<file path="src/ccr_pkg.sv">
// constants, field layout and types of the charger configuration register bank
package ccr_pkg;

    localparam logic [6:0] CCR_SLAVE_ADDR     = 7'h4B;

    localparam logic [7:0] CCR_OFS_VIN_FLOOR  = 8'h01;
    localparam logic [7:0] CCR_OFS_THERMAL    = 8'h02;
    localparam logic [7:0] CCR_OFS_CONV_BOOST = 8'h03;
    localparam logic [7:0] CCR_OFS_CHG_SYS    = 8'h04;

    // power-on values of the four registers
    localparam logic [7:0] CCR_RST_VIN_FLOOR  = 8'h06;
    localparam logic [7:0] CCR_RST_THERMAL    = 8'hDC;
    localparam logic [7:0] CCR_RST_CONV_BOOST = 8'h10;
    localparam logic [7:0] CCR_RST_CHG_SYS    = 8'h5B;

    // bits restored on watchdog expiry
    localparam logic [7:0] CCR_WDT_VIN_FLOOR  = 8'h00;
    localparam logic [7:0] CCR_WDT_THERMAL    = 8'hFE;
    localparam logic [7:0] CCR_WDT_CONV_BOOST = 8'hFF;
    localparam logic [7:0] CCR_WDT_CHG_SYS    = 8'hF0;

    // bits stored by a bus write
    localparam logic [7:0] CCR_WR_VIN_FLOOR   = 8'h7F;
    localparam logic [7:0] CCR_WR_THERMAL     = 8'hFF;
    localparam logic [7:0] CCR_WR_CONV_BOOST  = 8'h7F;
    localparam logic [7:0] CCR_WR_CHG_SYS     = 8'hFF;

    // bits loaded by hardware on input power-up
    localparam logic [7:0] CCR_HW_VIN_FLOOR   = 8'h7F;

    // field positions
    localparam int CCR_POS_SOFT_RST      = 7;
    localparam int CCR_POS_SHIP_DLY      = 7;
    localparam int CCR_POS_NTC_PROFILE   = 6;
    localparam int CCR_POS_BOOST_NTC     = 5;
    localparam int CCR_POS_CHG_NTC       = 4;
    localparam int CCR_POS_DIE_THR       = 2;
    localparam int CCR_POS_NTC_SRC       = 1;
    localparam int CCR_POS_AICO          = 0;
    localparam int CCR_POS_ADC_GO        = 7;
    localparam int CCR_POS_ADC_REPEAT    = 6;
    localparam int CCR_POS_BOOST_V       = 3;
    localparam int CCR_POS_BOOST_I       = 0;
    localparam int CCR_POS_BAT_LOAD      = 7;
    localparam int CCR_POS_STAT_EN       = 6;
    localparam int CCR_POS_CHG_FUNC      = 4;
    localparam int CCR_POS_SYS_FLOOR     = 1;
    localparam int CCR_POS_TRACK         = 0;

    localparam logic [3:0] CCR_BITS_DATA = 4'h8;
    localparam logic [3:0] CCR_BITS_ACK  = 4'h9;

    typedef enum logic [4:0] {
        ST_IDLE  = 5'h01,
        ST_ADDR  = 5'h02,
        ST_REG   = 5'h04,
        ST_WDATA = 5'h08,
        ST_RDATA = 5'h10
    } ccr_state_t;

endpackage

</file>
<file path="src/ccr_pin_sync.sv">
// three-stage synchroniser with agreement filter for asynchronous pins
module ccr_pin_sync
    import ccr_pkg::*;
#(
    parameter int         N        = 2,
    parameter logic [1:0] IDLE_VAL = 2'h3
)(
    input  wire logic         i_mclk,
    input  wire logic         i_sys_rst,
    input  wire logic [N-1:0] i_pin,
    output logic      [N-1:0] o_level
);

    if (N < 1 || N > 2)
    begin : g_chk
        $error("ccr_pin_sync: N must be 1 or 2");
    end

    for (genvar k = 0; k < N; k++)
    begin : g_bit
        logic s1_ff;
        logic s2_ff;
        logic s3_ff;
        logic lvl_ff;
        logic nxt_lvl;

        // the level only moves once the second and third stages agree
        always_comb
        begin
            nxt_lvl = (s2_ff == s3_ff) ? s3_ff : lvl_ff;
        end

        always_ff @(posedge i_mclk or posedge i_sys_rst)
        begin
            if (i_sys_rst)
            begin
                s1_ff  <= IDLE_VAL[k];
                s2_ff  <= IDLE_VAL[k];
                s3_ff  <= IDLE_VAL[k];
                lvl_ff <= IDLE_VAL[k];
            end
            else
            begin
                s1_ff  <= i_pin[k];
                s2_ff  <= s1_ff;
                s3_ff  <= s2_ff;
                lvl_ff <= nxt_lvl;
            end
        end

        assign o_level[k] = lvl_ff;
    end

endmodule

</file>
<file path="src/ccr_cfg_byte.sv">
// one configuration byte with power-on, soft, watchdog and hardware-load updates
module ccr_cfg_byte
    import ccr_pkg::*;
#(
    parameter int         WIDTH    = 8,
    parameter logic [7:0] RST_VAL  = 8'h00,
    parameter logic [7:0] WDT_MASK = 8'h00,
    parameter logic [7:0] WR_MASK  = 8'hFF,
    parameter logic [7:0] HW_MASK  = 8'h00
)(
    input  wire logic       i_mclk,
    input  wire logic       i_sys_rst,
    input  wire logic       i_soft_rst,
    input  wire logic       i_wdt,
    input  wire logic       i_wr_en,
    input  wire logic [7:0] i_wr_data,
    input  wire logic       i_hw_load,
    input  wire logic [7:0] i_hw_data,
    output logic      [7:0] o_value
);

    if (WIDTH != 8)
    begin : g_chk
        $error("ccr_cfg_byte: only byte-wide registers are supported");
    end

    logic [7:0] val_ff;
    logic [7:0] nxt_val;

    // soft reset beats a write, a write beats a hardware load, which beats watchdog restore
    always_comb
    begin
        nxt_val = val_ff;
        if (i_wdt)
        begin
            nxt_val = (val_ff & ~WDT_MASK) | (RST_VAL & WDT_MASK);
        end
        if (i_hw_load)
        begin
            nxt_val = (nxt_val & ~HW_MASK) | (i_hw_data & HW_MASK);
        end
        if (i_wr_en)
        begin
            nxt_val = (nxt_val & ~WR_MASK) | (i_wr_data & WR_MASK);
        end
        if (i_soft_rst)
        begin
            nxt_val = RST_VAL;
        end
    end

    always_ff @(posedge i_mclk or posedge i_sys_rst)
    begin
        if (i_sys_rst)
        begin
            val_ff <= RST_VAL;
        end
        else
        begin
            val_ff <= nxt_val;
        end
    end

    assign o_value = val_ff;

endmodule

</file>
<file path="src/ccr_charger_cfg.sv">
// charger configuration register bank behind a two-wire serial slave port
module ccr_charger_cfg
    import ccr_pkg::*;
#(
    parameter logic [6:0] SLAVE_ADDR = CCR_SLAVE_ADDR
)(
    input  wire logic       i_mclk,
    input  wire logic       i_sys_rst,
    input  wire logic       i_scl,
    input  wire logic       i_sda,
    output logic            o_sda,
    output logic            o_sda_oe_n,
    input  wire logic       i_watchdog_expiry,
    input  wire logic       i_vin_power_up,
    input  wire logic [6:0] i_otp_vin_floor,
    input  wire logic       i_adc_busy,
    input  wire logic       i_adc_done,
    output logic [6:0]      o_vin_floor_code,
    output logic            o_ship_delay_en,
    output logic            o_thermistor_profile,
    output logic            o_boost_thermistor_enable,
    output logic            o_charge_thermistor_enable,
    output logic [1:0]      o_die_temp_thr,
    output logic            o_thermistor_source_sel,
    output logic            o_auto_input_current_opt_enable,
    output logic            o_adc_go,
    output logic            o_adc_continuous,
    output logic [2:0]      o_boost_voltage_set,
    output logic [2:0]      o_boost_current_limit,
    output logic            o_battery_load_enable,
    output logic            o_status_pin_enable,
    output logic [1:0]      o_charge_function_sel,
    output logic [2:0]      o_sys_floor_code,
    output logic            o_battery_track_offset
);

    logic [1:0]  pin_lvl;
    logic        scl_lvl;
    logic        sda_lvl;
    logic        scl_d_ff;
    logic        sda_d_ff;
    logic        scl_rise;
    logic        scl_fall;
    logic        bus_start;
    logic        bus_stop;

    ccr_state_t  state_ff;
    ccr_state_t  nxt_state;
    logic [3:0]  bit_cnt_ff;
    logic [3:0]  nxt_bit_cnt;
    logic [7:0]  shift_ff;
    logic [7:0]  nxt_shift;
    logic [7:0]  ptr_ff;
    logic [7:0]  nxt_ptr;
    logic        rw_ff;
    logic        nxt_rw;
    logic        nack_ff;
    logic        nxt_nack;
    logic        sda_oe_n_ff;
    logic        nxt_sda_oe_n;

    logic        wr_fire;
    logic        soft_rst;
    logic        wr_vin;
    logic        wr_thermal;
    logic        wr_conv;
    logic        wr_chg;
    logic [7:0]  reg_vin;
    logic [7:0]  reg_thermal;
    logic [7:0]  reg_conv;
    logic [7:0]  reg_chg;
    logic [7:0]  rd_byte;

    logic        adc_go_ff;
    logic        nxt_adc_go;

    ccr_pin_sync #(
        .N        (2),
        .IDLE_VAL (2'h3)
    ) u_sync (
        .i_mclk    (i_mclk),
        .i_sys_rst (i_sys_rst),
        .i_pin     ({i_sda, i_scl}),
        .o_level   (pin_lvl)
    );

    assign scl_lvl = pin_lvl[0];
    assign sda_lvl = pin_lvl[1];

    always_ff @(posedge i_mclk or posedge i_sys_rst)
    begin
        if (i_sys_rst)
        begin
            scl_d_ff <= 1'b1;
            sda_d_ff <= 1'b1;
        end
        else
        begin
            scl_d_ff <= scl_lvl;
            sda_d_ff <= sda_lvl;
        end
    end

    assign scl_rise  = scl_lvl & ~scl_d_ff;
    assign scl_fall  = ~scl_lvl & scl_d_ff;
    // sda moving while scl stays high frames a transfer
    assign bus_start = scl_lvl & scl_d_ff & sda_d_ff & ~sda_lvl;
    assign bus_stop  = scl_lvl & scl_d_ff & ~sda_d_ff & sda_lvl;

    // bit 7 of the input-floor byte is never stored, so it reads back as zero
    always_comb
    begin
        rd_byte = 8'h00;
        unique case (ptr_ff)
            CCR_OFS_VIN_FLOOR:  rd_byte = reg_vin;
            CCR_OFS_THERMAL:    rd_byte = reg_thermal;
            CCR_OFS_CONV_BOOST: rd_byte = {adc_go_ff | i_adc_busy, reg_conv[6:0]};
            CCR_OFS_CHG_SYS:    rd_byte = reg_chg;
            default:            rd_byte = 8'h00;
        endcase
    end

    // serial slave: data sampled on scl rise, the slave drives sda only after scl falls
    always_comb
    begin
        nxt_state    = state_ff;
        nxt_bit_cnt  = bit_cnt_ff;
        nxt_shift    = shift_ff;
        nxt_ptr      = ptr_ff;
        nxt_rw       = rw_ff;
        nxt_nack     = nack_ff;
        nxt_sda_oe_n = sda_oe_n_ff;
        if (bus_start)
        begin
            nxt_state    = ST_ADDR;
            nxt_bit_cnt  = 4'h0;
            nxt_sda_oe_n = 1'b1;
        end
        else if (bus_stop)
        begin
            nxt_state    = ST_IDLE;
            nxt_sda_oe_n = 1'b1;
        end
        else if (state_ff != ST_IDLE && scl_rise)
        begin
            if (bit_cnt_ff < CCR_BITS_DATA && state_ff != ST_RDATA)
            begin
                nxt_shift = {shift_ff[6:0], sda_lvl};
            end
            if (bit_cnt_ff == CCR_BITS_DATA && state_ff == ST_RDATA)
            begin
                nxt_nack = sda_lvl;
            end
            if (bit_cnt_ff < CCR_BITS_ACK)
            begin
                nxt_bit_cnt = bit_cnt_ff + 4'h1;
            end
        end
        else if (state_ff != ST_IDLE && scl_fall)
        begin
            if (bit_cnt_ff == CCR_BITS_DATA)
            begin
                unique case (state_ff)
                    ST_ADDR:
                    begin
                        if (shift_ff[7:1] == SLAVE_ADDR)
                        begin
                            nxt_rw       = shift_ff[0];
                            nxt_sda_oe_n = 1'b0;
                        end
                        else
                        begin
                            nxt_state = ST_IDLE;
                        end
                    end
                    ST_REG:
                    begin
                        nxt_ptr      = shift_ff;
                        nxt_sda_oe_n = 1'b0;
                    end
                    ST_WDATA:
                    begin
                        nxt_ptr      = ptr_ff + 8'h01;
                        nxt_sda_oe_n = 1'b0;
                    end
                    ST_RDATA:
                    begin
                        nxt_sda_oe_n = 1'b1;
                    end
                    default:
                    begin
                        nxt_state = ST_IDLE;
                    end
                endcase
            end
            else if (bit_cnt_ff == CCR_BITS_ACK)
            begin
                nxt_bit_cnt  = 4'h0;
                nxt_sda_oe_n = 1'b1;
                unique case (state_ff)
                    ST_ADDR:
                    begin
                        if (rw_ff)
                        begin
                            nxt_state    = ST_RDATA;
                            nxt_shift    = rd_byte;
                            nxt_ptr      = ptr_ff + 8'h01;
                            nxt_sda_oe_n = rd_byte[7];
                        end
                        else
                        begin
                            nxt_state = ST_REG;
                        end
                    end
                    ST_REG:
                    begin
                        nxt_state = ST_WDATA;
                    end
                    ST_WDATA:
                    begin
                        nxt_state = ST_WDATA;
                    end
                    ST_RDATA:
                    begin
                        // a master nack ends the read and leaves sda released
                        if (nack_ff)
                        begin
                            nxt_state = ST_IDLE;
                        end
                        else
                        begin
                            nxt_shift    = rd_byte;
                            nxt_ptr      = ptr_ff + 8'h01;
                            nxt_sda_oe_n = rd_byte[7];
                        end
                    end
                    default:
                    begin
                        nxt_state = ST_IDLE;
                    end
                endcase
            end
            else if (state_ff == ST_RDATA)
            begin
                nxt_sda_oe_n = shift_ff[3'(7 - bit_cnt_ff)]; // msb first
            end
        end
    end

    always_ff @(posedge i_mclk or posedge i_sys_rst)
    begin
        if (i_sys_rst)
        begin
            state_ff    <= ST_IDLE;
            bit_cnt_ff  <= 4'h0;
            shift_ff    <= 8'h00;
            ptr_ff      <= 8'h00;
            rw_ff       <= 1'b0;
            nack_ff     <= 1'b1;
            sda_oe_n_ff <= 1'b1;
        end
        else
        begin
            state_ff    <= nxt_state;
            bit_cnt_ff  <= nxt_bit_cnt;
            shift_ff    <= nxt_shift;
            ptr_ff      <= nxt_ptr;
            rw_ff       <= nxt_rw;
            nack_ff     <= nxt_nack;
            sda_oe_n_ff <= nxt_sda_oe_n;
        end
    end

    // open drain: the pin is only ever pulled low
    assign o_sda      = 1'b0;
    assign o_sda_oe_n = sda_oe_n_ff;

    // a data byte lands when its ack slot opens, bus start/stop never overlap an scl fall
    assign wr_fire    = (state_ff == ST_WDATA) && scl_fall && (bit_cnt_ff == CCR_BITS_DATA) && !bus_start && !bus_stop;
    assign wr_vin     = wr_fire && (ptr_ff == CCR_OFS_VIN_FLOOR);
    assign wr_thermal = wr_fire && (ptr_ff == CCR_OFS_THERMAL);
    assign wr_conv    = wr_fire && (ptr_ff == CCR_OFS_CONV_BOOST);
    assign wr_chg     = wr_fire && (ptr_ff == CCR_OFS_CHG_SYS);
    assign soft_rst   = wr_vin && shift_ff[CCR_POS_SOFT_RST];

    ccr_cfg_byte #(
        .RST_VAL  (CCR_RST_VIN_FLOOR),
        .WDT_MASK (CCR_WDT_VIN_FLOOR),
        .WR_MASK  (CCR_WR_VIN_FLOOR),
        .HW_MASK  (CCR_HW_VIN_FLOOR)
    ) u_vin (
        .i_mclk    (i_mclk),
        .i_sys_rst (i_sys_rst),
        .i_soft_rst(soft_rst),
        .i_wdt     (i_watchdog_expiry),
        .i_wr_en   (wr_vin),
        .i_wr_data (shift_ff),
        .i_hw_load (i_vin_power_up),
        .i_hw_data ({1'b0, i_otp_vin_floor}),
        .o_value   (reg_vin)
    );

    ccr_cfg_byte #(
        .RST_VAL  (CCR_RST_THERMAL),
        .WDT_MASK (CCR_WDT_THERMAL),
        .WR_MASK  (CCR_WR_THERMAL),
        .HW_MASK  (8'h00)
    ) u_thermal (
        .i_mclk    (i_mclk),
        .i_sys_rst (i_sys_rst),
        .i_soft_rst(soft_rst),
        .i_wdt     (i_watchdog_expiry),
        .i_wr_en   (wr_thermal),
        .i_wr_data (shift_ff),
        .i_hw_load (1'b0),
        .i_hw_data (8'h00),
        .o_value   (reg_thermal)
    );

    ccr_cfg_byte #(
        .RST_VAL  (CCR_RST_CONV_BOOST),
        .WDT_MASK (CCR_WDT_CONV_BOOST),
        .WR_MASK  (CCR_WR_CONV_BOOST),
        .HW_MASK  (8'h00)
    ) u_conv (
        .i_mclk    (i_mclk),
        .i_sys_rst (i_sys_rst),
        .i_soft_rst(soft_rst),
        .i_wdt     (i_watchdog_expiry),
        .i_wr_en   (wr_conv),
        .i_wr_data (shift_ff),
        .i_hw_load (1'b0),
        .i_hw_data (8'h00),
        .o_value   (reg_conv)
    );

    ccr_cfg_byte #(
        .RST_VAL  (CCR_RST_CHG_SYS),
        .WDT_MASK (CCR_WDT_CHG_SYS),
        .WR_MASK  (CCR_WR_CHG_SYS),
        .HW_MASK  (8'h00)
    ) u_chg (
        .i_mclk    (i_mclk),
        .i_sys_rst (i_sys_rst),
        .i_soft_rst(soft_rst),
        .i_wdt     (i_watchdog_expiry),
        .i_wr_en   (wr_chg),
        .i_wr_data (shift_ff),
        .i_hw_load (1'b0),
        .i_hw_data (8'h00),
        .o_value   (reg_chg)
    );

    // the stored repeat bit decides, so a write that sets go and repeat together starts a conversion only while the stored repeat bit is clear
    always_comb
    begin
        nxt_adc_go = adc_go_ff;
        if (i_adc_done)
        begin
            nxt_adc_go = 1'b0;
        end
        if (wr_conv && !reg_conv[CCR_POS_ADC_REPEAT])
        begin
            nxt_adc_go = shift_ff[CCR_POS_ADC_GO];
        end
        if (soft_rst || i_watchdog_expiry)
        begin
            nxt_adc_go = 1'b0;
        end
    end

    always_ff @(posedge i_mclk or posedge i_sys_rst)
    begin
        if (i_sys_rst)
        begin
            adc_go_ff <= 1'b0;
        end
        else
        begin
            adc_go_ff <= nxt_adc_go;
        end
    end

    assign o_vin_floor_code                = reg_vin[6:0];
    assign o_ship_delay_en                 = reg_thermal[CCR_POS_SHIP_DLY];
    assign o_thermistor_profile            = reg_thermal[CCR_POS_NTC_PROFILE];
    assign o_boost_thermistor_enable       = reg_thermal[CCR_POS_BOOST_NTC];
    assign o_charge_thermistor_enable      = reg_thermal[CCR_POS_CHG_NTC];
    assign o_die_temp_thr                  = reg_thermal[CCR_POS_DIE_THR +: 2];
    assign o_thermistor_source_sel         = reg_thermal[CCR_POS_NTC_SRC];
    assign o_auto_input_current_opt_enable = reg_thermal[CCR_POS_AICO];
    assign o_adc_go                        = adc_go_ff;
    assign o_adc_continuous                = reg_conv[CCR_POS_ADC_REPEAT];
    assign o_boost_voltage_set             = reg_conv[CCR_POS_BOOST_V +: 3];
    assign o_boost_current_limit           = reg_conv[CCR_POS_BOOST_I +: 3];
    assign o_battery_load_enable           = reg_chg[CCR_POS_BAT_LOAD];
    assign o_status_pin_enable             = reg_chg[CCR_POS_STAT_EN];
    assign o_charge_function_sel           = reg_chg[CCR_POS_CHG_FUNC +: 2];
    assign o_sys_floor_code                = reg_chg[CCR_POS_SYS_FLOOR +: 3];
    assign o_battery_track_offset          = reg_chg[CCR_POS_TRACK];

endmodule

</file>
<file path="config.mk">
export PLATFORM = sky130hd
export DESIGN_NAME = ccr_charger_cfg
export DESIGN_NICKNAME = d
export VERILOG_FILES = /design/src/ccr_pkg.sv /design/src/ccr_pin_sync.sv /design/src/ccr_cfg_byte.sv /design/src/ccr_charger_cfg.sv
export SDC_FILE = /design/constraint.sdc
export NUM_CORES = 1
export LEC_CHECK = 0
export ABC_AREA = 0
export BUFFER_PORTS_ARGS = -buffer_cell sky130_fd_sc_hd__buf_2
export CORE_ASPECT_RATIO = 0.75
export CORE_MARGIN = 1
export CORE_UTILIZATION = 56
export CTS_CLUSTER_SIZE = 10
export DETAILED_ROUTE_END_ITERATION = 8
export HOLD_SLACK_MARGIN = 0.08
export PLACE_DENSITY = 0.75
export SLEW_MARGIN = 20
export SYNTH_ARGS = -nofsm -noshare
export SYNTH_HDL_FRONTEND = slang
export SYNTH_SLANG_ARGS = --single-unit
</file>
<file path="constraint.sdc">
create_clock -name i_mclk -period 3.7 [get_ports i_mclk]
set_input_delay 0.185 -clock i_mclk [delete_from_list [all_inputs] [get_ports i_mclk]]
set_output_delay 0.185 -clock i_mclk [all_outputs]
set_load 0.05 [all_outputs]
</file>
After elaboration in Yosys (flattened, before gate mapping) --
Index checks and enable logic that the tools add are counted.
Operators by class: bitwise operators 18, multiplexer cells 62, equal/unequal tests 31, order comparisons 3, $add $sub $neg 3, reductions and logical operators 44
Operators with widths (number):
- $mux 8 | 23
- $pmux 8 s2 | 3
- $mux 5 | 9
- $pmux 8 s4 | 1
- $reduce_bool 3->1 | 10
- $mux 4 | 7
- $or 8x7->8 | 3
- $reduce_and 9->1 | 2
- $eq 8x2->1 const B | 2
- $ne 3x3->1 const B | 5
- $ne 5x5->1 const B | 3
- $pmux 5 s3 | 1
- $logic_and 1x1->1 | 14
- $mux 1 | 14
- $pmux 5 s2 | 1
- $reduce_and 5->1 | 2
- $reduce_bool 2->1 | 5
- $ne 3x2->1 const B | 3
- $add 8x1->8 const B | 1
- $eq 4x4->1 const B | 2
- $eq 8x1->1 const B | 1
- $eq 8x3->1 const B | 1
- $lt 4x4->1 const B | 2
- $and 1x1->1 | 7
- other kinds (29) | 39
Word-level totals: logic and storage cells 187, output and inout port bits 33, bits in registers 71

Logic depth before layout (Yosys ltp) --
depth in word-level cells 10, gate-level depth with buffers 8

Cells and area by module --
Synthesis repeated with hierarchy kept, for this count alone.
Unflattened totals: cells, all modules 403, area total of the unflattened synthesis 4081.4 µm²
Modules (own cells, without submodules):
- ccr_charger_cfg | sequential area each 782.0 µm², cells each 268, times used 1, area an instance 2443.6 µm²
- ccr_cfg_byte at u_vin | sequential area each 177.7 µm², cells each 35, times used 1, area an instance 380.4 µm²
- ccr_cfg_byte at u_thermal | sequential area each 206.4 µm², cells each 31, times used 1, area an instance 351.6 µm²
- ccr_cfg_byte at u_chg | sequential area each 206.4 µm², cells each 31, times used 1, area an instance 350.3 µm²
- ccr_cfg_byte at u_conv | sequential area each 176.4 µm², cells each 25, times used 1, area an instance 304.0 µm²
- ccr_pin_sync | sequential area each 210.2 µm², cells each 13, times used 1, area an instance 251.5 µm²

Least setup slack after synthesis --
Ideal clock, no wire load.
path type reg-to-reg, start register bit_cnt_ff[1], end register shift_ff[0], slack 1.612 ns, required time 3.575 ns, clock period less this slack 2.088 ns, arrival time 1.963 ns, stages on the path, launching flop included 8, cell sequence dfrtp_1 > inv_1 > ha_1 > nand3b_1 > nor3_1 > a31oi_1 > a311oi_4 > mux2_2
On the way: cells in the longest elaborated chain, start to end 4, elaborated cells between the ends (all ways) 8, classes of those cells order compare: 1; eq/ne: 4; reduce/logical: 3
Ends and longest elaborated chain:
- start, declared | line ccr_charger_cfg.sv:49 | logic [3:0] bit_cnt_ff;
- start signal, assigned | line ccr_charger_cfg.sv:265 | bit_cnt_ff <= nxt_bit_cnt;
- $lt 4x4->1 | line ccr_charger_cfg.sv:146 | if (bit_cnt_ff < CCR_BITS_DATA && state_ff != ST_RDATA)
- $logic_and 1x1->1 | line ccr_charger_cfg.sv:146
- $ne 2x1->1 (no line)
- $reduce_and 9->1 (no line) (*)
- end signal, assigned | line ccr_charger_cfg.sv:266 | shift_ff <= nxt_shift;
- end, declared | line ccr_charger_cfg.sv:51 | logic [7:0] shift_ff;
Mark *: on every way between the ends. The rest lies on a longest branch, timed or not. A chain may end at the register's enable or synchronous reset.

Worst setup path in the final report --
start register bit_cnt_ff[1], end register shift_ff[7]
Same word-level chain as after synthesis.

==> results_dict.tcl <==
set metrics [dict create \
    antenna_left 0 \
    syn_nets 415 \
    end_kind "flip-flop" \
    required_ps 3940 \
    synthToLayoutAreaGrowth_pct 11.0 \
    routed-via-count 3431 \
    nFillCells 543 \
    dr.pass1.iters 5 \
    rsz0062_at_grt "false" \
    die_h_um 75.9 \
    dieArea_um2 7630 \
    crit_type "reg2reg" \
    antennaDiodeCount 0 \
    overflow 0 \
    syn-cell-area_um2 4080 \
    synth_seq_cells 69 \
    fin_crit_sh_pct 67.3 \
    synth-edff-count 0 \
    synth.area.top_cells "dfrtp_1, dfstp_2, mux2i_1, a22o_1, o21ai_0" \
    crit_chain "inv_1 -> ha_1 -> nand3b_1 -> nor3_1 -> a31oi_1 -> a311oi_4 -> mux2_2" \
    cp_slowest_stage_delay_ps 590 \
    outcome "finished clean" \
    slowest_stage "a311oi_4" \
    hold_class "in2reg" \
    post-place-ws_ps 1300 \
    critPathArrivalTime_ps 2730 \
    portBuffers 46 \
    met1_usage_pct 44.6 \
    grt_pass1_wl_mm 17.6 \
    tritoncts "yes" \
    drive_above_1_share_pct 27.1 \
    drv_slew 0 \
    ys_async_sr_fraction_pct 100 \
    multiInputGateArea_um2 2100 \
    crit_fanout 8 \
    place_inst 511 \
    setup_tns_ps 0 \
    antenna_found_initial 0 \
    clock_skew_ps 10.5 \
    tightest_slew_ps 904 \
    cts.repair.resized 0 \
    layout.cells.non_filler 530 \
    initial_core_util_pct 58.8 \
    grt-busiest-layer "met1" \
    worst-path-buf-inv 1 \
    seqCellArea_um2 1760 \
    vias_per_cell 6.47 \
    cts.htree.levels 3 \
    cts_made_buffers 9 \
    synth_largest_area_cell "dfrtp_1" \
    drc 0 \
    met3_usage_pct 9.32 \
    cp-start-kind "flip-flop" \
    synth_commonest_cells "dfrtp_1, dfstp_2, mux2i_1, o21ai_0" \
    die_w_um 101 \
    power_density_nw_per_um2 390 \
    clockBufferDepth 2 \
    grtUsageTotal_pct 30.5 \
    cp_top_family "compound AO/OA/AOI/OAI gates" \
    place_congestion 0.895 \
    synthCells 392 \
    synth.most_common_cell "dfrtp_1" \
    relSlewSlack_pct 39.2 \
    fin_crit_ps 2490 \
    cts_root_buffer "clkbuf_8" \
    clk_latency_ps 360 \
    grt_start_max_net_pins 54 \
    yosysUniqueCellTypes 72 \
    ys.flop_type "dfrtp_1" \
    wl_per_cell_um 20.2 \
    yosys_warnings 0 \
    synth.yosys.seq_area_share_pct 43.1 \
    grt_pass1_vias 3315 \
    cts.sinks 69 \
    max-vdd-ir-drop_mv 0.273 \
    finalSetupViolations 0 \
    nNetsFinal 450 \
    num_io_pins 48 \
    core-area_um2 6930 \
    wl_mm 10.7 \
    dp_hpwl_mm 7.51 \
    fmax_mhz 402 \
    syn_area_per_cell_um2 10.4 \
    p_leak_nw 1.93 \
    cts.clk_slew.worst_paths_ps 80 \
    finalHoldViolCount 0 \
    finalWorstSetupSlack_ps 1210 \
    drt_iter0_drc 382 \
    rows 26 \
    maxCapViolations 0 \
    grt.met2_usage_pct 43.6 \
    synth.top_cell.area_share_pct 26.4 \
]
## what timing repair did
action	in CTS	in global routing
buffers inserted	0	0
hold endpoints to repair	2	34
endpoints found under the setup margin	0	0
hold buffers	2	1
## cells in the final DEF, fill, tap and decap left out, types with 4 or more instances in the layout
| master | count |
|---|---|
| inv_1 | 17 |
| o32a_1 | 4 |
| dfrtp_1 | 43 |
| buf_2 | 46 |
| nor2_1 | 20 |
| a31oi_1 | 6 |
| nor3_1 | 6 |
| nand2_1 | 21 |
| a222oi_1 | 7 |
| clkbuf_1 | 4 |
| dfstp_2 | 26 |
| nand3_1 | 21 |
| o21ai_0 | 23 |
| nand2b_1 | 13 |
| ha_1 | 8 |
| clkbuf_8 | 10 |
| a21oi_1 | 13 |
| o22ai_1 | 4 |
| mux2_2 | 10 |
| and3_1 | 6 |
| mux2i_1 | 24 |
| buf_4 | 4 |
| a22o_1 | 14 |
## power breakdown
group / switching [W] / internal [W] / leakage, nW / total [W]
Clock: 0.000281 / 0.000330 / 0.0947 / 0.000611
Combinational: 0.000162 / 0.000104 / 0.973 / 0.000265
Sequential: 0.0000858 / 0.000803 / 0.860 / 0.000889
## registers in the layout, indices dropped and copies added (netlist names), 2 cells and up
signal               cells
u_vin.o_value            7
bit_cnt_ff               4
u_sync.g_bit.s2_ff       2
shift_ff                 8
u_sync.g_bit.lvl_ff      2
u_thermal.o_value        8
ptr_ff                   8
u_sync.g_bit.s1_ff       2
u_chg.o_value            8
state_ff                 5
u_sync.g_bit.s3_ff       2
u_conv.o_value           7
## area by class of cell
class,count,area share (%)
well taps,98,2.71
repair buffers,53,6.41
flip-flops and latches,69,38.9
inverters,18,1.52
clock inverters,2,0.774
multi-input cells,276,46.3
clock buffers,14,3.37
## worst reg2reg max path, stage by stage, from the launching register on
cell and delay (ps):
dfrtp_1 480, inv_1 180, ha_1 190, nand3b_1 140
nor3_1 250, a31oi_1 130, a311oi_4 590, mux2_2 410
## layer usage
layer	wire length (um)	vias to the layer above	part of all wire, %
met5	0	-	0
met4	189	0	1.8
met3	1130	26	11
met2	4680	201	44
met1	4710	1668	44
li1	-	1536	-
## kinds of logic after synthesis
| family | synth area share [%] |
|---|---|
| fa+ha+maj | 3.19 |
| simple gates | 18.9 |
| compound gates | 18.5 |
| mux | 9.94 |
| buf+inv | 5.43 |
| other cells | 0.0920 |
| flops | 43.1 |
| xor+xnor | 0.859 |
## final timing paths
check | start | cells past startpoint | slack [ps] | endpoint
hold reg to reg | u_sync.g_bit[1].s1_ff$_DFF_PP1_ | 0 | 360 | u_sync.g_bit[1].s2_ff$_DFF_PP1_
setup reg to reg | bit_cnt_ff[1]$_DFFE_PP0P_ | 7 | 1210 | shift_ff[7]$_DFFE_PP0P_
hold / removal | i_otp_vin_floor[1] | 3 | 130 | u_vin.o_value[1]$_DFFE_PP1P_
max in group asynchronous | i_sys_rst | 4 | 2340 | o_sda_oe_n$_DFFE_PP1P_
min in group asynchronous | i_sys_rst | 3 | 550 | ptr_ff[2]$_DFFE_PP0P_
setup / recovery | bit_cnt_ff[1]$_DFFE_PP0P_ | 7 | 1210 | shift_ff[7]$_DFFE_PP0P_
## stage by stage
step                      utilization, %  hold WS, ps  power [W]  area (um2)
after CTS                           65.1          129    0.00177        4510
after global placement              62.2          290    0.00115        4310
after global routing                65.3          131    0.00184        4530
after detailed placement            62.2          291    0.00116        4310
after floorplan                        -          189    0.00110        4080
final                               65.3          132    0.00177        4530
(Power assumes the default switching activity.)
